File: src/design/amp_regs_pkg.sv
package amp_regs_pkg;

  localparam logic [7:0]  OFF_ID      = 8'h00;
  localparam logic [7:0]  OFF_STATUS  = 8'h01;
  localparam logic [7:0]  OFF_EVENT   = 8'h02;
  localparam logic [7:0]  OFF_MASK    = 8'h03;
  localparam logic [7:0]  OFF_CTRL    = 8'h04;
  localparam logic [7:0]  OFF_BATT    = 8'h6D;
  localparam logic [7:0]  OFF_HEAT    = 8'h6E;
  localparam int          NUM_CFG     = 15;
  localparam logic [7:0]  CFG_OFF [NUM_CFG] = '{
    8'h05, 8'h06, 8'h08, 8'h09, 8'h0A, 8'h0B, 8'h0C, 8'h0D,
    8'h0F, 8'h10, 8'h11, 8'h21, 8'h60, 8'h61, 8'h62};

  localparam logic [15:0] CFG_RESET   = 16'h0000;
  localparam logic [15:0] MASK_RESET  = 16'hFFFF;
  localparam logic [15:0] CTRL_RESET  = 16'h6007;
  localparam logic [15:0] RESET_KEY   = 16'h55AA;
  localparam logic [15:0] EVENT_BITS  = 16'h7FFF;
  localparam logic [4:0]  DEV_BASE    = 5'h0D;
  localparam logic [3:0]  BYTE_BITS   = 4'h8;

  // positions inside the synchronised input vector
  localparam int SY_SCL     = 19;
  localparam int SY_SDA     = 18;
  localparam int SY_AD2     = 17;
  localparam int SY_AD1     = 16;
  localparam int SY_VDD_HI  = 15;
  localparam int SY_VDD_LO  = 14;
  localparam int SY_WIDTH   = 20;
  // bus lines idle high, so the synchronisers leave reset at that level
  localparam logic [SY_WIDTH-1:0] SY_IDLE = 20'hC0000;

  localparam int BIT_UV     = 14;
  localparam int BIT_WDOG   = 6;

  typedef enum logic [2:0] {
    ST_IDLE = 3'b000,
    ST_DEV  = 3'b001,
    ST_PTR  = 3'b011,
    ST_WR   = 3'b010,
    ST_RD   = 3'b110,
    ST_SKIP = 3'b111
  } bus_state_t;

endpackage

File: src/design/amp_status_id_regs.sv
`timescale 1ns/100ps
module amp_status_id_regs
  import amp_regs_pkg::*;
#(
  // arbitrary neutral identity value
  parameter logic [15:0] CHIP_ID = 16'h0A5C
)(
  input  wire logic        clock,
  input  wire logic        resetn,
  input  wire logic        sclIn,
  input  wire logic        sdaIn,
  output wire logic        sdaOut,
  output wire logic        sdaOe,
  input  wire logic        addrSel1,
  input  wire logic        addrSel2,
  input  wire logic        vddBelowLow,
  input  wire logic        vddAboveHigh,
  input  wire logic        boostActive,
  input  wire logic        procAckReq,
  input  wire logic        boostOverCur,
  input  wire logic        boostOverVolt,
  input  wire logic        boostStarted,
  input  wire logic        ampSwitching,
  input  wire logic        ampClipping,
  input  wire logic        earlyClip,
  input  wire logic        watchdogFire,
  input  wire logic        refClockMissing,
  input  wire logic        clocksStable,
  input  wire logic        ampOverCur,
  input  wire logic        overheat,
  input  wire logic        pllLocked,
  input  wire logic [15:0] batteryLevel,
  input  wire logic [15:0] dieHeat,
  output logic      [15:0] sysControl,
  output logic             configDefaults,
  output logic             deviceRestart,
  output logic             eventIrq
);

  initial begin
    if (CHIP_ID == RESET_KEY)
      $error("identity value must differ from the reset key");
  end

  ////////////////////////////////////////////////////////////////////
  // reset release and input synchronisers

  logic [1:0]          rstPipe;
  logic                rstN;
  logic [SY_WIDTH-1:0] rawIn;
  logic [SY_WIDTH-1:0] syncA;
  logic [SY_WIDTH-1:0] syncB;
  logic                sclD;
  logic                sdaD;

  always_ff @(posedge clock or negedge resetn) begin
    if (!resetn) begin
      rstPipe <= 2'b00;
    end else begin
      rstPipe <= {rstPipe[0], 1'b1};
    end
  end
  assign rstN = rstPipe[1];

  assign rawIn = {sclIn, sdaIn, addrSel2, addrSel1, vddAboveHigh,
                  vddBelowLow, boostActive, procAckReq, boostOverCur,
                  boostOverVolt, boostStarted, ampSwitching, ampClipping,
                  watchdogFire, refClockMissing, clocksStable, ampOverCur,
                  earlyClip, overheat, pllLocked};

  always_ff @(posedge clock or negedge rstN) begin
    if (!rstN) begin
      syncA <= SY_IDLE;
      syncB <= SY_IDLE;
      sclD  <= 1'b1;
      sdaD  <= 1'b1;
    end else begin
      syncA <= rawIn;
      syncB <= syncA;
      sclD  <= syncB[SY_SCL];
      sdaD  <= syncB[SY_SDA];
    end
  end

  logic sclNow;
  logic sdaNow;
  logic sclRise;
  logic sclFall;
  logic startDet;
  logic stopDet;

  assign sclNow   = syncB[SY_SCL];
  assign sdaNow   = syncB[SY_SDA];
  assign sclRise  = sclNow & ~sclD;
  assign sclFall  = ~sclNow & sclD;
  assign startDet = sclNow & sclD & sdaD & ~sdaNow;
  assign stopDet  = sclNow & sclD & ~sdaD & sdaNow;

  ////////////////////////////////////////////////////////////////////
  // live status word

  logic        uvReg;
  logic [15:0] statusWord;
  logic [15:0] statusPrev;
  logic [15:0] setBits;

  always_ff @(posedge clock or negedge rstN) begin
    if (!rstN) begin
      uvReg <= 1'b0;
    end else if (syncB[SY_VDD_LO]) begin
      uvReg <= 1'b1;
    end else if (syncB[SY_VDD_HI]) begin
      uvReg <= 1'b0;
    end
  end

  assign statusWord[15]    = 1'b0;
  assign statusWord[14]    = uvReg;
  assign statusWord[13]    = syncB[13];
  assign statusWord[12]    = syncB[12];
  assign statusWord[11:10] = syncB[11:10];
  assign statusWord[9]     = syncB[9];
  assign statusWord[8]     = syncB[8];
  assign statusWord[7]     = syncB[7];
  assign statusWord[6]     = syncB[6];
  assign statusWord[5]     = syncB[5];
  assign statusWord[4]     = syncB[4];
  assign statusWord[3]     = syncB[3];
  assign statusWord[2]     = syncB[2];
  assign statusWord[1]     = syncB[1];
  assign statusWord[0]     = syncB[0];

  assign setBits = (statusWord ^ statusPrev) & EVENT_BITS;

  ////////////////////////////////////////////////////////////////////
  // serial register port

  bus_state_t  state;
  logic [3:0]  bitCnt;
  logic [7:0]  shiftReg;
  logic        inAck;
  logic        hiByte;
  logic        mAck;
  logic [7:0]  regPtr;
  logic [7:0]  wrHi;
  logic [15:0] txWord;
  logic        sdaOeReg;
  logic        wrStrobe;
  logic [15:0] wrData;
  logic [7:0]  wrAddr;
  logic        evClear;
  logic [7:0]  lookPtr;
  logic [15:0] rdData;
  logic        devMatch;
  logic [7:0]  curByte;
  logic        loadNow;

  assign devMatch = shiftReg[7:1] ==
                    {DEV_BASE, syncB[SY_AD2], syncB[SY_AD1]};
  // during a read the next word is fetched ahead of the increment
  assign lookPtr  = (state == ST_RD) ? regPtr + 8'h01 : regPtr;
  assign curByte  = hiByte ? txWord[15:8] : txWord[7:0];
  assign loadNow  = sclFall && ((state == ST_DEV && !inAck &&
                    bitCnt == BYTE_BITS && devMatch && shiftReg[0]) ||
                    (state == ST_RD && inAck && mAck && !hiByte));
  assign sdaOut   = 1'b0;
  assign sdaOe    = sdaOeReg;

  always_ff @(posedge clock or negedge rstN) begin
    if (!rstN) begin
      state    <= ST_IDLE;
      bitCnt   <= 4'h0;
      shiftReg <= 8'h00;
      inAck    <= 1'b0;
      hiByte   <= 1'b1;
      mAck     <= 1'b0;
      regPtr   <= 8'h00;
      wrHi     <= 8'h00;
      txWord   <= 16'h0000;
      sdaOeReg <= 1'b0;
      wrStrobe <= 1'b0;
      wrData   <= 16'h0000;
      wrAddr   <= 8'h00;
      evClear  <= 1'b0;
    end else begin
      wrStrobe <= 1'b0;
      evClear  <= 1'b0;
      if (startDet) begin
        state    <= ST_DEV;
        bitCnt   <= 4'h0;
        inAck    <= 1'b0;
        sdaOeReg <= 1'b0;
      end else if (stopDet) begin
        state    <= ST_IDLE;
        inAck    <= 1'b0;
        sdaOeReg <= 1'b0;
      end else if (sclRise) begin
        if (state == ST_RD) begin
          if (inAck) begin
            mAck <= ~sdaNow;
          end else begin
            bitCnt <= bitCnt + 4'h1;
          end
        end else if (!inAck && state != ST_IDLE && state != ST_SKIP) begin
          shiftReg <= {shiftReg[6:0], sdaNow};
          bitCnt   <= bitCnt + 4'h1;
        end
      end else if (sclFall) begin
        case (state)
          ST_DEV, ST_PTR, ST_WR: begin
            if (inAck) begin
              inAck    <= 1'b0;
              bitCnt   <= 4'h0;
              sdaOeReg <= 1'b0;
              if (state == ST_DEV && shiftReg[0]) begin
                state    <= ST_RD;
                hiByte   <= 1'b1;
                sdaOeReg <= ~txWord[15];
              end else if (state == ST_DEV) begin
                state <= ST_PTR;
              end else if (state == ST_PTR) begin
                state  <= ST_WR;
                hiByte <= 1'b1;
              end
            end else if (bitCnt == BYTE_BITS) begin
              inAck    <= 1'b1;
              sdaOeReg <= 1'b1;
              if (state == ST_DEV) begin
                if (!devMatch) begin
                  state    <= ST_SKIP;
                  inAck    <= 1'b0;
                  sdaOeReg <= 1'b0;
                end else if (shiftReg[0]) begin
                  txWord  <= rdData;
                  evClear <= lookPtr == OFF_EVENT;
                end
              end else if (state == ST_PTR) begin
                regPtr <= shiftReg;
              end else if (hiByte) begin
                wrHi   <= shiftReg;
                hiByte <= 1'b0;
              end else begin
                wrStrobe <= 1'b1;
                wrData   <= {wrHi, shiftReg};
                wrAddr   <= regPtr;
                regPtr   <= regPtr + 8'h01;
                hiByte   <= 1'b1;
              end
            end
          end
          ST_RD: begin
            if (inAck) begin
              inAck  <= 1'b0;
              bitCnt <= 4'h0;
              if (!mAck) begin
                state    <= ST_SKIP;
                sdaOeReg <= 1'b0;
              end else if (hiByte) begin
                hiByte   <= 1'b0;
                sdaOeReg <= ~txWord[7];
              end else begin
                hiByte   <= 1'b1;
                regPtr   <= lookPtr;
                txWord   <= rdData;
                evClear  <= lookPtr == OFF_EVENT;
                sdaOeReg <= ~rdData[15];
              end
            end else if (bitCnt == BYTE_BITS) begin
              inAck    <= 1'b1;
              sdaOeReg <= 1'b0;
            end else begin
              sdaOeReg <= ~curByte[3'd7 - bitCnt[2:0]];
            end
          end
          default: begin
            sdaOeReg <= 1'b0;
          end
        endcase
      end
    end
  end

  ////////////////////////////////////////////////////////////////////
  // register bank

  logic [15:0] maskReg;
  logic [15:0] ctrlReg;
  logic [15:0] latch;
  logic [15:0] cfgReg [NUM_CFG];
  logic        keyHit;

  assign keyHit = wrStrobe && wrAddr == OFF_ID && wrData == RESET_KEY;
  assign sysControl = ctrlReg;

  always_ff @(posedge clock or negedge rstN) begin
    if (!rstN) begin
      maskReg        <= MASK_RESET;
      ctrlReg        <= CTRL_RESET;
      configDefaults <= 1'b0;
    end else begin
      configDefaults <= keyHit;
      if (keyHit) begin
        maskReg <= MASK_RESET;
        ctrlReg <= CTRL_RESET;
      end else if (wrStrobe && wrAddr == OFF_MASK) begin
        maskReg <= wrData;
      end else if (wrStrobe && wrAddr == OFF_CTRL) begin
        ctrlReg <= wrData;
      end
    end
  end

  for (genvar g = 0; g < NUM_CFG; g++) begin : gCfg
    always_ff @(posedge clock or negedge rstN) begin
      if (!rstN) begin
        cfgReg[g] <= CFG_RESET;
      end else if (keyHit) begin
        cfgReg[g] <= CFG_RESET;
      end else if (wrStrobe && wrAddr == CFG_OFF[g]) begin
        cfgReg[g] <= wrData;
      end
    end
  end

  always_comb begin
    rdData = 16'h0000;
    case (lookPtr)
      OFF_ID:     rdData = CHIP_ID;
      OFF_STATUS: rdData = statusWord;
      OFF_EVENT:  rdData = latch;
      OFF_MASK:   rdData = maskReg;
      OFF_CTRL:   rdData = ctrlReg;
      OFF_BATT:   rdData = batteryLevel;
      OFF_HEAT:   rdData = dieHeat;
      default: begin
        for (int i = 0; i < NUM_CFG; i++) begin
          if (lookPtr == CFG_OFF[i])
            rdData = cfgReg[i];
        end
      end
    endcase
  end

  ////////////////////////////////////////////////////////////////////
  // events, interrupt and watchdog restart

  always_ff @(posedge clock or negedge rstN) begin
    if (!rstN) begin
      statusPrev <= 16'h0000;
      latch      <= 16'h0000;
    end else begin
      statusPrev <= statusWord;
      // only the bits handed out are cleared; new changes win
      latch <= (latch & ~(evClear ? txWord : 16'h0000)) | setBits;
    end
  end

  always_ff @(posedge clock or negedge rstN) begin
    if (!rstN) begin
      eventIrq      <= 1'b0;
      deviceRestart <= 1'b0;
    end else begin
      eventIrq      <= |(latch[14:0] & ~maskReg[14:0]);
      deviceRestart <= statusWord[BIT_WDOG] & ~statusPrev[BIT_WDOG];
    end
  end
endmodule

File: config.mk
export PLATFORM = sky130hd
export DESIGN_NAME = amp_status_id_regs
export DESIGN_NICKNAME = d
export VERILOG_FILES = /design/src/design/amp_regs_pkg.sv /design/src/design/amp_status_id_regs.sv
export SDC_FILE = /design/constraint.sdc
export NUM_CORES = 1
export LEC_CHECK = 0
export BUFFER_PORTS_ARGS = -buffer_cell sky130_fd_sc_hd__buf_2
export CORE_ASPECT_RATIO = 0.7
export CORE_MARGIN = 4
export CORE_UTILIZATION = 58
export CTS_BUF_LIST = sky130_fd_sc_hd__clkbuf_8
export DETAILED_ROUTE_END_ITERATION = 6
export PLACE_DENSITY = 0.77
export SYNTH_ARGS = -nofsm -noshare
export SYNTH_HDL_FRONTEND = slang
export SYNTH_SLANG_ARGS = --single-unit
File: constraint.sdc
create_clock -name clock -period 22.5 [get_ports clock]
set_input_delay 4.5 -clock clock [delete_from_list [all_inputs] [get_ports clock]]
set_output_delay 4.5 -clock clock [all_outputs]
set_load 0.01 [all_outputs]
# ---- Yosys cells after proc, flatten, opt, wreduce, memory -nomap -nowiden
# Index checks and enable logic that the tools add are counted.
# Widths: inputs -> output; s select.
dict set report totals {
  regBits 428
  in_bits 54
  out_inout_bits 21
  elab_cells 369
}
dict set report op_classes {
  n_addsub 3
  order_cmp 1
  n_eq_ne 72
  mux 155
  n_bitwise 31
  reduce_logical 65
}
# cell n
set ops {}
lappend ops {{$mux 16} 59}
lappend ops {{$eq 8x4->1 const B} 14}
lappend ops {{$pmux 16 s7} 1}
lappend ops {{$mux 8} 10}
lappend ops {{$eq 8x7->1 const B} 8}
lappend ops {{$mux 1} 55}
lappend ops {{$eq 8x3->1 const B} 6}
lappend ops {{$mux 3} 13}
lappend ops {{$reduce_bool 2->1} 19}
lappend ops {{$mux 4} 9}
lappend ops {{$eq 8x5->1 const B} 4}
lappend ops {{$pmux 16 s2} 1}
lappend ops {{$eq 8x2->1 const B} 3}
lappend ops {{$reduce_and 12->1} 2}
lappend ops {{$logic_and 1x1->1} 22}
lappend ops {{$ne 2x2->1 const B} 11}
lappend ops {{$reduce_and 10->1} 2}
lappend ops {{$ne 3x3->1 const B} 6}
lappend ops {{$not 1->1} 17}
lappend ops {{$and 16x16->16} 1}
lappend ops {{$eq 16x15->1 const B} 1}
lappend ops {{$eq 8x6->1 const B} 2}
lappend ops {{$logic_not 8->1} 2}
lappend ops {{$ne 4x4->1 const B} 4}
lappend ops {{36 further kinds} 55}

# ---- Longest topological paths before layout
# Gate-level depths: netlist of run 1.
dict set report depth {
  depth_word 28
  mapped_depth 14
  ltp_nobuf 11
}

# ---- Worst setup path before layout of run 1
# No wires, ideal clock.
dict set report synth_timing {
  path_kind {input to register}
  startpoint {in dieHeat[15]}
  endpoint {reg txWord[15]}
  setup_ns 0.118
  t_arrival_ns 5.373
  required_time_ns 22.382
  path_slack_ns 17.009
  stages 6
  path_buffers 0
  path_cell_list {a22oi_1 nor4_1 a211o_1 a211oi_1 nor3_1 a21o_1}
}
dict set report synth_between {
  elab_chain_len 7
  word_cells_on_any_way 10
  cone_classes {10 x mux}
}
# element line_no
set synth_lines {}
lappend synth_lines {{start: declaration} amp_status_id_regs.sv:33} ;# input wire logic [15:0] dieHeat,
lappend synth_lines {{$pmux 16 s7 (*)} amp_status_id_regs.sv:327} ;# case (lookPtr)
lappend synth_lines {{$mux 16} amp_status_id_regs.sv:233} ;# end else if (shiftReg[0]) begin
lappend synth_lines {{$mux 16} amp_status_id_regs.sv:229} ;# if (!devMatch) begin
lappend synth_lines {{$mux 16} amp_status_id_regs.sv:228} ;# if (state == ST_DEV) begin
lappend synth_lines {{$mux 16} amp_status_id_regs.sv:225} ;# end else if (bitCnt == BYTE_BITS) begin
lappend synth_lines {{$mux 16} amp_status_id_regs.sv:211} ;# if (inAck) begin
lappend synth_lines {{$pmux 16 s2 (*)} amp_status_id_regs.sv:209} ;# case (state)
lappend synth_lines {{end signal: assignment} amp_status_id_regs.sv:234} ;# txWord <= rdData;
lappend synth_lines {{end signal: assignment} amp_status_id_regs.sv:264} ;# txWord <= rdData;
lappend synth_lines {{end: declaration} amp_status_id_regs.sv:146} ;# logic [15:0] txWord;
# Mark *: on every way between the ends. The rest lies on a longest branch, timed or not. The select of a mux whose other input is x is not followed.
# A chain may end at the register's enable or synchronous reset.

# ---- Final worst setup path of run 1
dict set report layout_timing {
  startpoint {reg ctrlReg[2] (netlist: sysControl[2])}
  endpoint {out sysControl[2]}
}
# element line_no
set layout_rtl {}
lappend layout_rtl {{start: declaration} amp_status_id_regs.sv:287} ;# logic [15:0] ctrlReg;
lappend layout_rtl {{start signal: assignment} amp_status_id_regs.sv:308} ;# ctrlReg <= wrData;
lappend layout_rtl {{end: declaration} amp_status_id_regs.sv:34} ;# output logic [15:0] sysControl,
# No word-level cell between the ends.

==> impl_summary.log, run 1 <==
INFO  metric cap_violations = 0
INFO  metric share_seq_of_total_power = 0.431
INFO  metric number_of_buffers_created_by_cts = 66
INFO  metric clock.fmax = between 150 and 200 MHz
INFO  metric syn_nets = approximately 2.2k
INFO  metric worst_skew_pair_latency = 640 ps
INFO  metric cts.sink_count = 428
INFO  metric finalInstanceArea = about 22000 µm²
INFO  metric final_worst_path_period_share = 0.258
INFO  metric diodes = 0
INFO  metric dr.pass1.iters = 7
INFO  metric timing.final.max_slew_violations = 0
INFO  metric grt_first_pass_wirelength = 98900 µm
INFO  metric combinationalPowerShare = 0.241
INFO  metric synth_area = 20200 µm²
INFO  metric synth.yosys.warnings = 0
INFO  metric netlist-cell-type-count = 98
INFO  metric cts_tree = done
INFO  metric gp_routability_congestion = 0.980
INFO  metric total_leakage_power = 10.0 nW
INFO  metric path_delay_family = flip-flops
INFO  metric antenna_violating_nets_post_route = 0
INFO  metric critical_path_class = reg -> out
INFO  metric synth_cells = approximately 2.1k
INFO  metric finalSetupViolCount = 0
INFO  metric grt_overflow = 0
INFO  metric setup.worst_path.start_class = flip-flop
INFO  metric switching_power = about 0.00070 W
INFO  metric synth_compound_area_frac = 0.188
INFO  metric timing.critical_path.slowest_stage_cell = sky130_fd_sc_hd__dfstp_2
INFO  metric die_area = approximately 38000 µm²
INFO  metric ioPinCount = 75
INFO  metric fp.coreArea = between 30000 and 40000 µm²
INFO  metric grt_antenna_before_repair = 0
INFO  metric finClkSkew = 35.2 ps
INFO  metric postSynthRegisterBits = about 430
INFO  metric cts_setup_buffers = 0
INFO  metric worstPathMaxFanout = 3
INFO  metric detail_route.wirelength = 64300 µm
INFO  metric grt_pass1_vias = 17.0k
INFO  metric hpwlAfterDp = 43500 µm
INFO  metric run_status = finished, final reports clean
INFO  metric floorplan.die.height = between 150 and 200 µm
INFO  metric hold_wc_path_type = reg -> reg
INFO  metric synthFlopType = sky130_fd_sc_hd__dfrtp_1
INFO  metric root_buffer = sky130_fd_sc_hd__clkbuf_8
INFO  metric p_sw_frac = 0.355
INFO  metric report.final.hold_viol_count = 0
INFO  metric postCtsHoldBufs = 0
INFO  metric power_density_relative_to_cell_area = 89.5 nW/µm²
INFO  metric worst-endpoint-required = 18000 ps
INFO  metric fin_worst_hold_slack = 351 ps
INFO  metric worst-endpoint-arrival = 1310 ps
INFO  metric h-tree-depth = 3
INFO  metric tightestPinTransition = 1320 ps
INFO  metric critical_path.cell_chain = buf_2
INFO  metric clockPowerShare = 0.328
INFO  metric place_worst_setup_slack = 16660 ps
INFO  metric yosys.area_share.simple = 0.187
INFO  metric aggregate_global_route_resource_usage = 0.337
INFO  metric post_cts_sizing_count = 0
INFO  metric grt_max_degree = ~80
INFO  metric seq_area_frac_synth = 0.532
INFO  metric rsz_0062_raised_after_global_routing = false
INFO  metric max-vdd-ir-drop = 59.2 µV
INFO  metric num-nets-final = 2204
INFO  metric synthXorXnorAreaFrac = 0.00867
INFO  metric floorplan.initialDensity = 0.595
INFO  metric detailed_place.area = around 21000 µm²
INFO  metric max_root_sink_buffers = 3
INFO  metric row_count = 56
INFO  metric internal_power = 0.00128 W
INFO  metric critical_path.endpoint_type = output pin
INFO  metric multiplexer_fraction_of_the_synthesized_cell_area = 0.0395
INFO  metric synth_area_per_cell = between 9 and 10 µm²
INFO  metric wire_per_inst = 24.2 µm
INFO  metric synth-edff-count = 0
INFO  metric final.setup.tns = 0 ps
INFO  metric critical_path.n_buffers_inverters = 1
INFO  metric path_clk_slew = 60 ps
INFO  metric final_layout_size_suffix_gt1_frac = 0.159
INFO  metric detailroute.via_count = ~18k
INFO  metric largest_family_of_logic_cells_by_synthesized_area = compound AO/OA/AOI/OAI gates
INFO  metric period_needed = 5810 ps
INFO  metric synthArstFlopShare = 1.00
INFO  metric drcViolationCount = 0
INFO  metric synth_fa_ha_area_frac = 0.00496
INFO  metric io_buffers = 73
INFO  metric die_width = 231 µm
INFO  metric setup_ws = ~17000 ps
INFO  metric crit_path_max_incr_delay = 540 ps
INFO  metric drt-vias-per-instance = ~6.7
INFO  metric slew-limit-headroom = 0.112
INFO  metric dr.first_iter.drc_count = 2780
INFO  metric layout-area-overhead-vs-synth = 9.81%
[worst paths after layout]
check | startpoint | depth (start not counted) | slack (ps) | endpoint
max in group asynchronous | resetn | 1 | 18760 | rstPipe[1]
min | syncA[3] | 0 | 350 | syncB[3]
min reg2reg | syncA[3] | 0 | 350 | syncB[3]
min in group asynchronous | rstPipe[1] | 0 | 400 | cfgReg[208]
max | sysControl[2] | 1 | 16690 | sysControl[2]
max reg2reg | regPtr[0] | 9 | 17270 | txWord[3]
[power by group through the flow]
stage / logic [W] / clock network [W] / registers (W)
after floorplan: 0.000335 / 0 / 0.000836
after global placement: 0.000453 / 0 / 0.000865
after detailed placement: 0.000457 / 0 / 0.000866
after CTS: 0.000460 / 0.000658 / 0.000853
after global routing: 0.000500 / 0.000692 / 0.000860
final: 0.000479 / 0.000651 / 0.000855
[registers in the layout, summed over array words and instances, names as in the netlist, 15 cells and up]
signal / count
statusPrev: 15
latch: 16
wrData: 16
maskReg: 16
txWord: 16
sysControl: 16
syncA: 20
cfgReg: 240
syncB: 20
[layer usage]
layer  GRT usage  vias to the layer above  routed length [µm]
met5           0                        -                   0
met4       0.113                        0                2190
met3       0.109                      184                8960
met2       0.473                     1276               27000
met1       0.497                     8673               26200
li1            -                     7590                   -
[layout by cell type (no fill, tap or decap), drive strengths merged, types with 11 or more instances in the layout]
cell / count
or2: 11
a221oi: 28
nor2: 120
dfrtp: 400
a21oi: 184
mux2: 42
nand2: 501
o21ai: 58
mux2i: 20
dfstp: 28
clkbuf: 83
buf: 120
nand3: 89
a22oi: 58
or3: 13
nand4: 17
o22ai: 32
o221ai: 18
nor3: 31
a31oi: 20
inv: 56
a22o: 60
o22a: 17
nor4: 16
xnor2: 16
[kinds of logic after synthesis]
kind of cell | Yosys count
flops | 428
buf+inv | 190
xor+xnor | 20
fa+ha+maj | 8
simple gates | 848
compound gates | 550
mux | 67
other cells | 2
[layout make-up]
cell class,count,area (µm²)
fill,2743,11700
clock inverter,36,171
sequential,428,10700
multi-input combinational,1495,8690
tap,464,581
clock buffer,83,1140
inverter,31,119
timing repair buffer,120,718
[metrics by stage]
step,utilization,instances,total power [W]
4_1_cts,0.654,2657,0.00197
6_report,0.654,2657,0.00199
3_3_place_gp,0.615,2538,0.00132
5_1_grt,0.654,2657,0.00205
3_5_place_dp,0.615,2538,0.00132
2_1_floorplan,-,2113,0.00117
[cells in the mapped netlist, types with 6 or more instances]
library cell / instances / area, µm²
sky130_fd_sc_hd__a21o_1: 8 / 60.1
sky130_fd_sc_hd__a21oi_1: 182 / 911
sky130_fd_sc_hd__a221oi_1: 28 / 245
sky130_fd_sc_hd__a222oi_1: 7 / 70.1
sky130_fd_sc_hd__a22o_1: 60 / 526
sky130_fd_sc_hd__a22oi_1: 58 / 435
sky130_fd_sc_hd__a31oi_1: 20 / 125
sky130_fd_sc_hd__buf_1: 19 / 71.3
sky130_fd_sc_hd__buf_2: 28 / 140
sky130_fd_sc_hd__clkbuf_1: 105 / 394
sky130_fd_sc_hd__dfrtp_1: 400 / 10000
sky130_fd_sc_hd__dfstp_2: 28 / 736
sky130_fd_sc_hd__ha_1: 8 / 100
sky130_fd_sc_hd__inv_1: 30 / 113
sky130_fd_sc_hd__mux2_2: 41 / 462
sky130_fd_sc_hd__mux2i_1: 18 / 180
sky130_fd_sc_hd__nand2_1: 501 / 1880
sky130_fd_sc_hd__nand2b_1: 8 / 50.1
sky130_fd_sc_hd__nand3_1: 87 / 435
sky130_fd_sc_hd__nand4_1: 16 / 100
sky130_fd_sc_hd__nor2_1: 115 / 432
sky130_fd_sc_hd__nor2b_1: 7 / 43.8
sky130_fd_sc_hd__nor3_1: 26 / 130
sky130_fd_sc_hd__nor4_1: 13 / 81.3
sky130_fd_sc_hd__o211ai_1: 8 / 60.1
sky130_fd_sc_hd__o21ai_0: 49 / 245
sky130_fd_sc_hd__o221ai_1: 12 / 105
sky130_fd_sc_hd__o221ai_2: 6 / 90.1
sky130_fd_sc_hd__o22a_1: 17 / 149
sky130_fd_sc_hd__o22ai_1: 31 / 194
sky130_fd_sc_hd__or2_2: 9 / 56.3
sky130_fd_sc_hd__or3_1: 13 / 81.3
sky130_fd_sc_hd__or4_1: 6 / 45.0
sky130_fd_sc_hd__xnor2_1: 16 / 140
Note: power is estimated with default switching activity, not from simulation.
==> inputs of run 2 (changes only) <==
--- a/config.mk
+++ b/config.mk
@@ -11,7 +11,7 @@
 export CORE_UTILIZATION = 58
 export CTS_BUF_LIST = sky130_fd_sc_hd__clkbuf_8
 export DETAILED_ROUTE_END_ITERATION = 6
-export PLACE_DENSITY = 0.77
+export PLACE_DENSITY = 0.8
 export SYNTH_ARGS = -nofsm -noshare
 export SYNTH_HDL_FRONTEND = slang
 export SYNTH_SLANG_ARGS = --single-unit
==> constraint.sdc (replaced) <==
create_clock -name clock -period 5.2 [get_ports clock]
set_input_delay 1.04 -clock clock [delete_from_list [all_inputs] [get_ports clock]]
set_output_delay 1.04 -clock clock [all_outputs]
set_load 0.01 [all_outputs]
==> run 2 against run 1 <==
Net effect: the flow now finishes with violations (design-rule violations); clock power grew to 4.1 times the previous value; die area is the same; sequential share of layout area barely moved; hold slack worse by 200 ps; via count grew 0.37%; global-route usage grew 1.6 points; final cell count unchanged; first-iteration DRC count down 3.8%; critical endpoint is now sdaOe.
==> impl_summary.log, run 2 (synthesized netlist as in run 1, its figures left out) <==
INFO  metric rsz_0062_raised_after_global_routing = false
INFO  metric final_worst_path_period_share = 0.879
INFO  metric slew-limit-headroom = 0.206
INFO  metric grt_max_degree = 175
INFO  metric crit_path_max_incr_delay = 700 ps
INFO  metric grt_pass1_vias = 17.1k
INFO  metric worst_skew_pair_latency = 680 ps
INFO  metric worst-endpoint-arrival = between 5000 and 6000 ps
INFO  metric aggregate_global_route_resource_usage = 0.353
INFO  metric diodes = 0
INFO  metric place_worst_setup_slack = 743 ps
INFO  metric hpwlAfterDp = 45800 µm
INFO  metric postCtsHoldBufs = 0
INFO  metric path_clk_slew = 70 ps
INFO  metric num-fill-cells = approximately 2.7k
INFO  metric floorplan.initialDensity = 0.595
INFO  metric ioPinCount = 75
INFO  metric cts_setup_buffers = 0
INFO  metric path_delay_family = compound AO/OA/AOI/OAI gates
INFO  metric cts_tree = done
INFO  metric drt-vias-per-instance = approximately 6.7
INFO  metric row_count = 56
INFO  metric drcViolationCount = 3
INFO  metric floorplan.die.height = 164 µm
INFO  metric timing.critical_path.slowest_stage_cell = sky130_fd_sc_hd__a21oi_2
INFO  metric layout-area-overhead-vs-synth = 9.71%
INFO  metric final.setup.tns = 0 ps
INFO  metric critical_path_class = reg -> reg
INFO  metric grt_antenna_before_repair = 0
INFO  metric report.final.hold_viol_count = 0
INFO  metric detailroute.via_count = 17.8k
INFO  metric h-tree-depth = 2
INFO  metric antenna_violating_nets_post_route = 0
INFO  metric timing.final.max_slew_violations = 0
INFO  metric setup.worst_path.start_class = flip-flop
INFO  metric grt_first_pass_wirelength = 103000 µm
INFO  metric cts.sink_count = 428
INFO  metric finClkSkew = 39.6 ps
INFO  metric total_leakage_power = 10.0 nW
INFO  metric setup_ws = 629 ps
INFO  metric num-nets-final = 2206
INFO  metric registers.top_by_ff_count = cfgReg
INFO  metric detail_route.wirelength = roughly 67000 µm
INFO  metric dr.first_iter.drc_count = 2673
INFO  metric grt_overflow = 0
INFO  metric layout_top_registers = cfgReg: 240 flops, syncA: 20 flops, syncB: 20 flops
INFO  metric gp_routability_congestion = 0.973
INFO  metric worstPathMaxFanout = 18
INFO  metric critical_path.n_buffers_inverters = 1
INFO  metric area_occupied_by_multi_input_gates = 8690 µm²
INFO  metric dr.pass1.iters = 7
INFO  metric number_of_buffers_created_by_cts = 61
INFO  metric final_common_cell = sky130_fd_sc_hd__nand2_1
INFO  metric post_cts_sizing_count = 0
INFO  metric largest_register_ff_count = 240
INFO  metric clock.fmax = 219 MHz
INFO  metric wire_per_inst = 25.3 µm
INFO  metric root_buffer = sky130_fd_sc_hd__clkbuf_8
INFO  metric final-seq-area = between 10000 and 15000 µm²
INFO  metric cap_violations = 0
INFO  metric max_root_sink_buffers = 3
INFO  metric period_needed = 4570 ps
INFO  metric critical_path.cell_chain = ha_1 > nand3_2 > nor2_1 > a2bb2oi_2 > nor3_2 > buf_4 > or4_1 > a21oi_2 > a21oi_1 > o211ai_1 > nand3_1
INFO  metric worst-endpoint-required = 5730 ps
INFO  metric max-vdd-ir-drop = 236 µV
INFO  metric final_cell_mix = sky130_fd_sc_hd__nand2_1 (501), sky130_fd_sc_hd__dfrtp_1 (399), sky130_fd_sc_hd__a21oi_1 (182), sky130_fd_sc_hd__nor2_1 (114), sky130_fd_sc_hd__nand3_1 (87)
INFO  metric io_buffers = 73
INFO  metric finalSetupViolCount = 0
INFO  metric die_area = around 38000 µm²
INFO  metric failed_checks = design-rule violations
INFO  metric tightestPinTransition = around 1200 ps
INFO  metric critical_path.endpoint_type = flip-flop
INFO  metric run_status = finished with violations
INFO  metric fp.coreArea = roughly 34000 µm²
INFO  metric power_density_relative_to_cell_area = 376 nW/µm²
INFO  metric final_layout_size_suffix_gt1_frac = 0.157
INFO  metric hold_wc_path_type = in -> async
INFO  metric die_width = ~230 µm
## run 2: final timing paths
| check | slack [ps] | startpoint | depth (start not counted) | to |
|---|---|---|---|---|
| worst max-delay path | 630 | regPtr[1] | 11 | sdaOe |
| worst min-delay path | 150 | resetn | 1 | rstPipe[1] |
| worst max register to register | 630 | regPtr[1] | 11 | sdaOe |
| worst min register to register | 350 | syncA[16] | 0 | syncB[16] |
| max in group asynchronous | 3430 | rstPipe[1] | 1 | sysControl[3] |
| min in group clock | 350 | syncA[16] | 0 | syncB[16] |
## run 2: report_power, final
part           switching [W]  leakage [nW]  internal [W]  total [W]
Clock                0.00135         0.724       0.00133    0.00268
Combinational        0.00133          3.70      0.000648    0.00198
Sequential          0.000242          5.61       0.00343    0.00367
## run 2: layer usage
layer / vias to the layer above / track usage / share of wire
li1: 7598 / - / -
met1: 8769 / 0.524 / 0.41
met2: 1240 / 0.480 / 0.41
met3: 182 / 0.125 / 0.14
met4: 0 / 0.126 / 0.036
met5: - / 0 / 0
## run 2: metrics by stage
step / total power [W] / cells / instance area (µm²) / hold WS, ps / util
6_report: 0.00833 / 2657 / 22200 / 154 / 0.653
5_1_grt: 0.00864 / 2657 / 22200 / 133 / 0.653
4_1_cts: 0.00826 / 2657 / 22200 / 122 / 0.653
3_5_place_dp: 0.00563 / 2545 / 20900 / 336 / 0.617
3_3_place_gp: 0.00560 / 2545 / 20900 / 332 / 0.617
2_1_floorplan: 0.00506 / 2113 / 20200 / 331 / -
## run 2: cell type report
| cell class | count | share of cell area |
|---|---|---|
| Sequential cell | 428 | 0.485 |
| Multi-Input combinational cell | 1495 | 0.392 |
| Clock buffer | 73 | 0.0454 |
| Timing Repair Buffer | 127 | 0.0359 |
| Tap cell | 464 | 0.0262 |
| Clock inverter | 39 | 0.00966 |
| Inverter | 31 | 0.00537 |
==> inputs of run 3 (changes only) <==
--- a/config.mk
+++ b/config.mk
@@ -5,13 +5,14 @@
 export SDC_FILE = /design/constraint.sdc
 export NUM_CORES = 1
 export LEC_CHECK = 0
+export ABC_AREA = 1
 export BUFFER_PORTS_ARGS = -buffer_cell sky130_fd_sc_hd__buf_2
 export CORE_ASPECT_RATIO = 0.7
 export CORE_MARGIN = 4
 export CORE_UTILIZATION = 58
 export CTS_BUF_LIST = sky130_fd_sc_hd__clkbuf_8
 export DETAILED_ROUTE_END_ITERATION = 6
-export PLACE_DENSITY = 0.8
+export PLACE_DENSITY = 0.81
 export SYNTH_ARGS = -nofsm -noshare
 export SYNTH_HDL_FRONTEND = slang
 export SYNTH_SLANG_ARGS = --single-unit
==> run 3 against run 2 <==
Net effect: the flow now finishes without violations; sequential cell count unchanged; non-clock buffer count is 27 lower; critical path depth up 7; register-to-register slack got worse by 40 ps; sequential share of layout area increased by 2.5 points; synthesized cell count increased by 2.5%; clock skew rose by 3.9 ps; cell area is 4.8% lower; area after synthesis shrank 5.9%; count of clock-buffer cells in the layout grew 14; final cell count grew 1.5%; clock power up 7.8%; critical endpoint unchanged; highest routed layer unchanged.
==> impl_summary.log, run 3 <==
INFO  metric run_status = finished, final reports clean
INFO  metric seq_area_frac_synth = 0.565
INFO  metric clock.fmax = 217 MHz
INFO  metric cpMostUsedCell = sky130_fd_sc_hd__nand2_1
INFO  metric grt_overflow = 0
INFO  metric rsz_0062_raised_after_global_routing = false
INFO  metric path_clk_slew = ~80 ps
INFO  metric syn_nets = roughly 2.2k
INFO  metric dr.first_iter.drc_count = 2425
INFO  metric worst-endpoint-arrival = between 5000 and 6000 ps
INFO  metric final_cell_count_no_fill = 2698
INFO  metric io_buffers = 73
INFO  metric timing.final.max_slew_violations = 0
INFO  metric critical_path.cell_chain = inv_2 > nand3_2 > inv_2 > nand3_1 > a21oi_1 > inv_1 > nor3_1 > inv_1 > o221ai_1 > a221oi_1 > nand2_1 > nand2_1 > nand2_1 > nand2_1 > nand2_1 > nand2_1 > nand2_1 > nand2_1
INFO  metric crit_path_max_incr_delay = about 1100 ps
INFO  metric worst-path-stages = 18
INFO  metric finClkSkew = 43.6 ps
INFO  metric cap_violations = 0
INFO  metric fp.coreArea = approximately 32000 µm²
INFO  metric largest_register_ff_count = 240
INFO  metric final_cell_mix = sky130_fd_sc_hd__nand2_1 (481), sky130_fd_sc_hd__dfrtp_1 (399), sky130_fd_sc_hd__o21ai_0 (291), sky130_fd_sc_hd__inv_1 (218), sky130_fd_sc_hd__nor2_1 (142)
INFO  metric report.final.hold_viol_count = 0
INFO  metric final.setup.tns = 0 ps
INFO  metric root_buffer = sky130_fd_sc_hd__clkbuf_8
INFO  metric critical_path.endpoint_type = flip-flop
INFO  metric finalSetupViolCount = 0
INFO  metric num-fill-cells = 2620
INFO  metric drt-vias-per-instance = 6.23
INFO  metric die_area = around 36000 µm²
INFO  metric dp_cells = roughly 2.6k
INFO  metric switching_power = 0.00267 W
INFO  metric final_worst_path_period_share = 0.886
INFO  metric synth.yosys.warnings = 0
INFO  metric period_needed = roughly 4600 ps
INFO  metric grt_first_pass_wirelength = 90700 µm
INFO  metric num-nets-final = 2283
INFO  metric timing.critical_path.slowest_stage_cell = sky130_fd_sc_hd__nor3_1
INFO  metric synth_cells = 2166
INFO  metric post-synth-top-area-cell = sky130_fd_sc_hd__dfrtp_1
INFO  metric grt_max_degree = around 170
INFO  metric worst-endpoint-required = 5730 ps
INFO  metric registers.top_by_ff_count = cfgReg
INFO  metric clockPowerShare = 0.358
INFO  metric layout_top_registers = cfgReg: 240 flops, syncA: 20 flops, syncB: 20 flops
INFO  metric grt_pass1_vias = 16.0k
INFO  metric detail_route.wirelength = between 50000 and 60000 µm
INFO  metric floorplan.die.height = about 160 µm
INFO  metric postCtsHoldBufs = 0
INFO  metric share_seq_of_total_power = 0.457
INFO  metric critical_path_class = reg -> reg
INFO  metric total_leakage_power = around 9.4 nW
INFO  metric cts_setup_buffers = 0
INFO  metric reg2regPathDepth = 18
INFO  metric h-tree-depth = 3
INFO  metric cts.sink_count = between 400 and 500
INFO  metric crit_path_start = state[0]
INFO  metric wirelength_met1 = around 25000 µm
INFO  metric grt_antenna_before_repair = 0
INFO  metric cts_tree = done
INFO  metric met2_length = 23700 µm
INFO  metric p_sw_frac = 0.331
INFO  metric netlist-cell-type-count = 50
INFO  metric antenna_violating_nets_post_route = 0
INFO  metric tightestPinTransition = 1360 ps
INFO  metric row_count = 55
INFO  metric synth_area = 19000 µm²
INFO  metric synthFlopType = sky130_fd_sc_hd__dfrtp_1
INFO  metric internal_power = around 0.0054 W
INFO  metric synth-edff-count = 0
INFO  metric rr_startpoint = state[0]
INFO  metric path_delay_family = simple AND/OR/NAND/NOR gates
INFO  metric detailroute.via_count = 16.8k
INFO  metric timing.reg2reg.setup_slack = 590 ps
INFO  metric worst_skew_pair_latency = 660 ps
INFO  metric gp_routability_congestion = 0.949
INFO  metric drcViolationCount = 0
INFO  metric yosys-top-cells-area = sky130_fd_sc_hd__dfrtp_1 (53%), sky130_fd_sc_hd__nand2_1 (9.5%), sky130_fd_sc_hd__o21ai_0 (7.7%)
INFO  metric final_layout_size_suffix_gt1_frac = 0.119
INFO  metric endpoint = sdaOe
INFO  metric combinationalPowerShare = 0.184
INFO  metric setup.worst_path.start_class = flip-flop
INFO  metric synthArstFlopShare = 1.00
INFO  metric final_common_cell = sky130_fd_sc_hd__nand2_1
INFO  metric synth.most_common_cell = sky130_fd_sc_hd__nand2_1
INFO  metric max-vdd-ir-drop = 248 µV
INFO  metric post_cts_sizing_count = 0
INFO  metric rr_endpoint = sdaOe
INFO  metric yosysTopAreaCellShare = 0.527
INFO  metric ioPinCount = 75
INFO  metric dr.pass1.iters = 6
INFO  metric hold_wc_path_type = in -> async
INFO  metric worstPathMaxFanout = 22
INFO  metric synth_area_per_cell = 8.77 µm²
INFO  metric aggregate_global_route_resource_usage = 0.323
INFO  metric postSynthRegisterBits = ~430
INFO  metric max_root_sink_buffers = 3
INFO  metric synthTopCellsByCount = sky130_fd_sc_hd__nand2_1 (481), sky130_fd_sc_hd__dfrtp_1 (400), sky130_fd_sc_hd__o21ai_0 (291)
INFO  metric diodes = 0
INFO  metric slew-limit-headroom = 0.0864
INFO  metric top_layer = met4
INFO  metric layout-area-overhead-vs-synth = 10.9%
INFO  metric hpwlAfterDp = 39600 µm
INFO  metric floorplan.initialDensity = 0.588
INFO  metric met3WireLength = 7540 µm
INFO  metric power_density_relative_to_cell_area = 382 nW/µm²
INFO  metric die_width = 224 µm
INFO  metric number_of_buffers_created_by_cts = 66
INFO  metric wire_per_inst = between 20 and 25 µm
INFO  metric critical_path.n_buffers_inverters = 4
[run 3: final cells by class]
type | count | area [µm²] | area share
Tap cell | 427 | 534 | 0.0253
Multi-Input combinational cell | 1418 | 7070 | 0.336
Inverter | 207 | 779 | 0.0370
Sequential cell | 428 | 10700 | 0.510
Timing Repair Buffer | 100 | 593 | 0.0281
Clock inverter | 31 | 153 | 0.00724
Clock buffer | 87 | 1200 | 0.0568
[run 3: metrics by stage]
stage          utilization  power [W]  area, µm²  hold slack [ps]  worst slack (ps)
2_1_floorplan            -    0.00463      19000              331              1020
3_3_place_gp         0.610    0.00513      19700              333               932
3_5_place_dp         0.610    0.00516      19700              335               818
4_1_cts              0.651    0.00802      21100              161               805
5_1_grt              0.652    0.00837      21100              171               347
6_report             0.652    0.00806      21100              186               593
[run 3: power groups by stage]
stage	Combinational [W]	Sequential, W	Clock, W
after detailed placement	0.00143	0.00373	0
after floorplan	0.000945	0.00369	0
after CTS	0.00144	0.00367	0.00290
after global placement	0.00141	0.00372	0
after global routing	0.00162	0.00370	0.00305
final	0.00149	0.00368	0.00289
[run 3: worst min-delay path by stage]
stage / endpoint / slack [ps] / depth (start not counted)
after floorplan: rstPipe[1] / 330 / 0
after global placement: syncB[13] / 330 / 0
after detailed placement: syncB[13] / 330 / 0
after CTS: rstPipe[1] / 160 / 1
after global routing: rstPipe[1] / 170 / 1
final: rstPipe[1] / 190 / 1
[run 3: kinds of logic (layout without fill, tap and decap cells)]
group	Yosys count	in the layout	synth area share
simple gates	873	873	0.199
compound gates	507	507	0.150
flops	428	428	0.565
buf+inv	320	425	0.0652
xor+xnor	18	18	0.00830
mux	10	10	0.00593
fa+ha+maj	8	8	0.00527
other cells	2	2	0.000395
[run 3: per-layer routing]
layer | track usage | up-vias
met2 | 0.435 | 1129
met4 | 0.127 | 0
met3 | 0.107 | 183
li1 | - | 7382
met1 | 0.485 | 8124
met5 | 0 | -
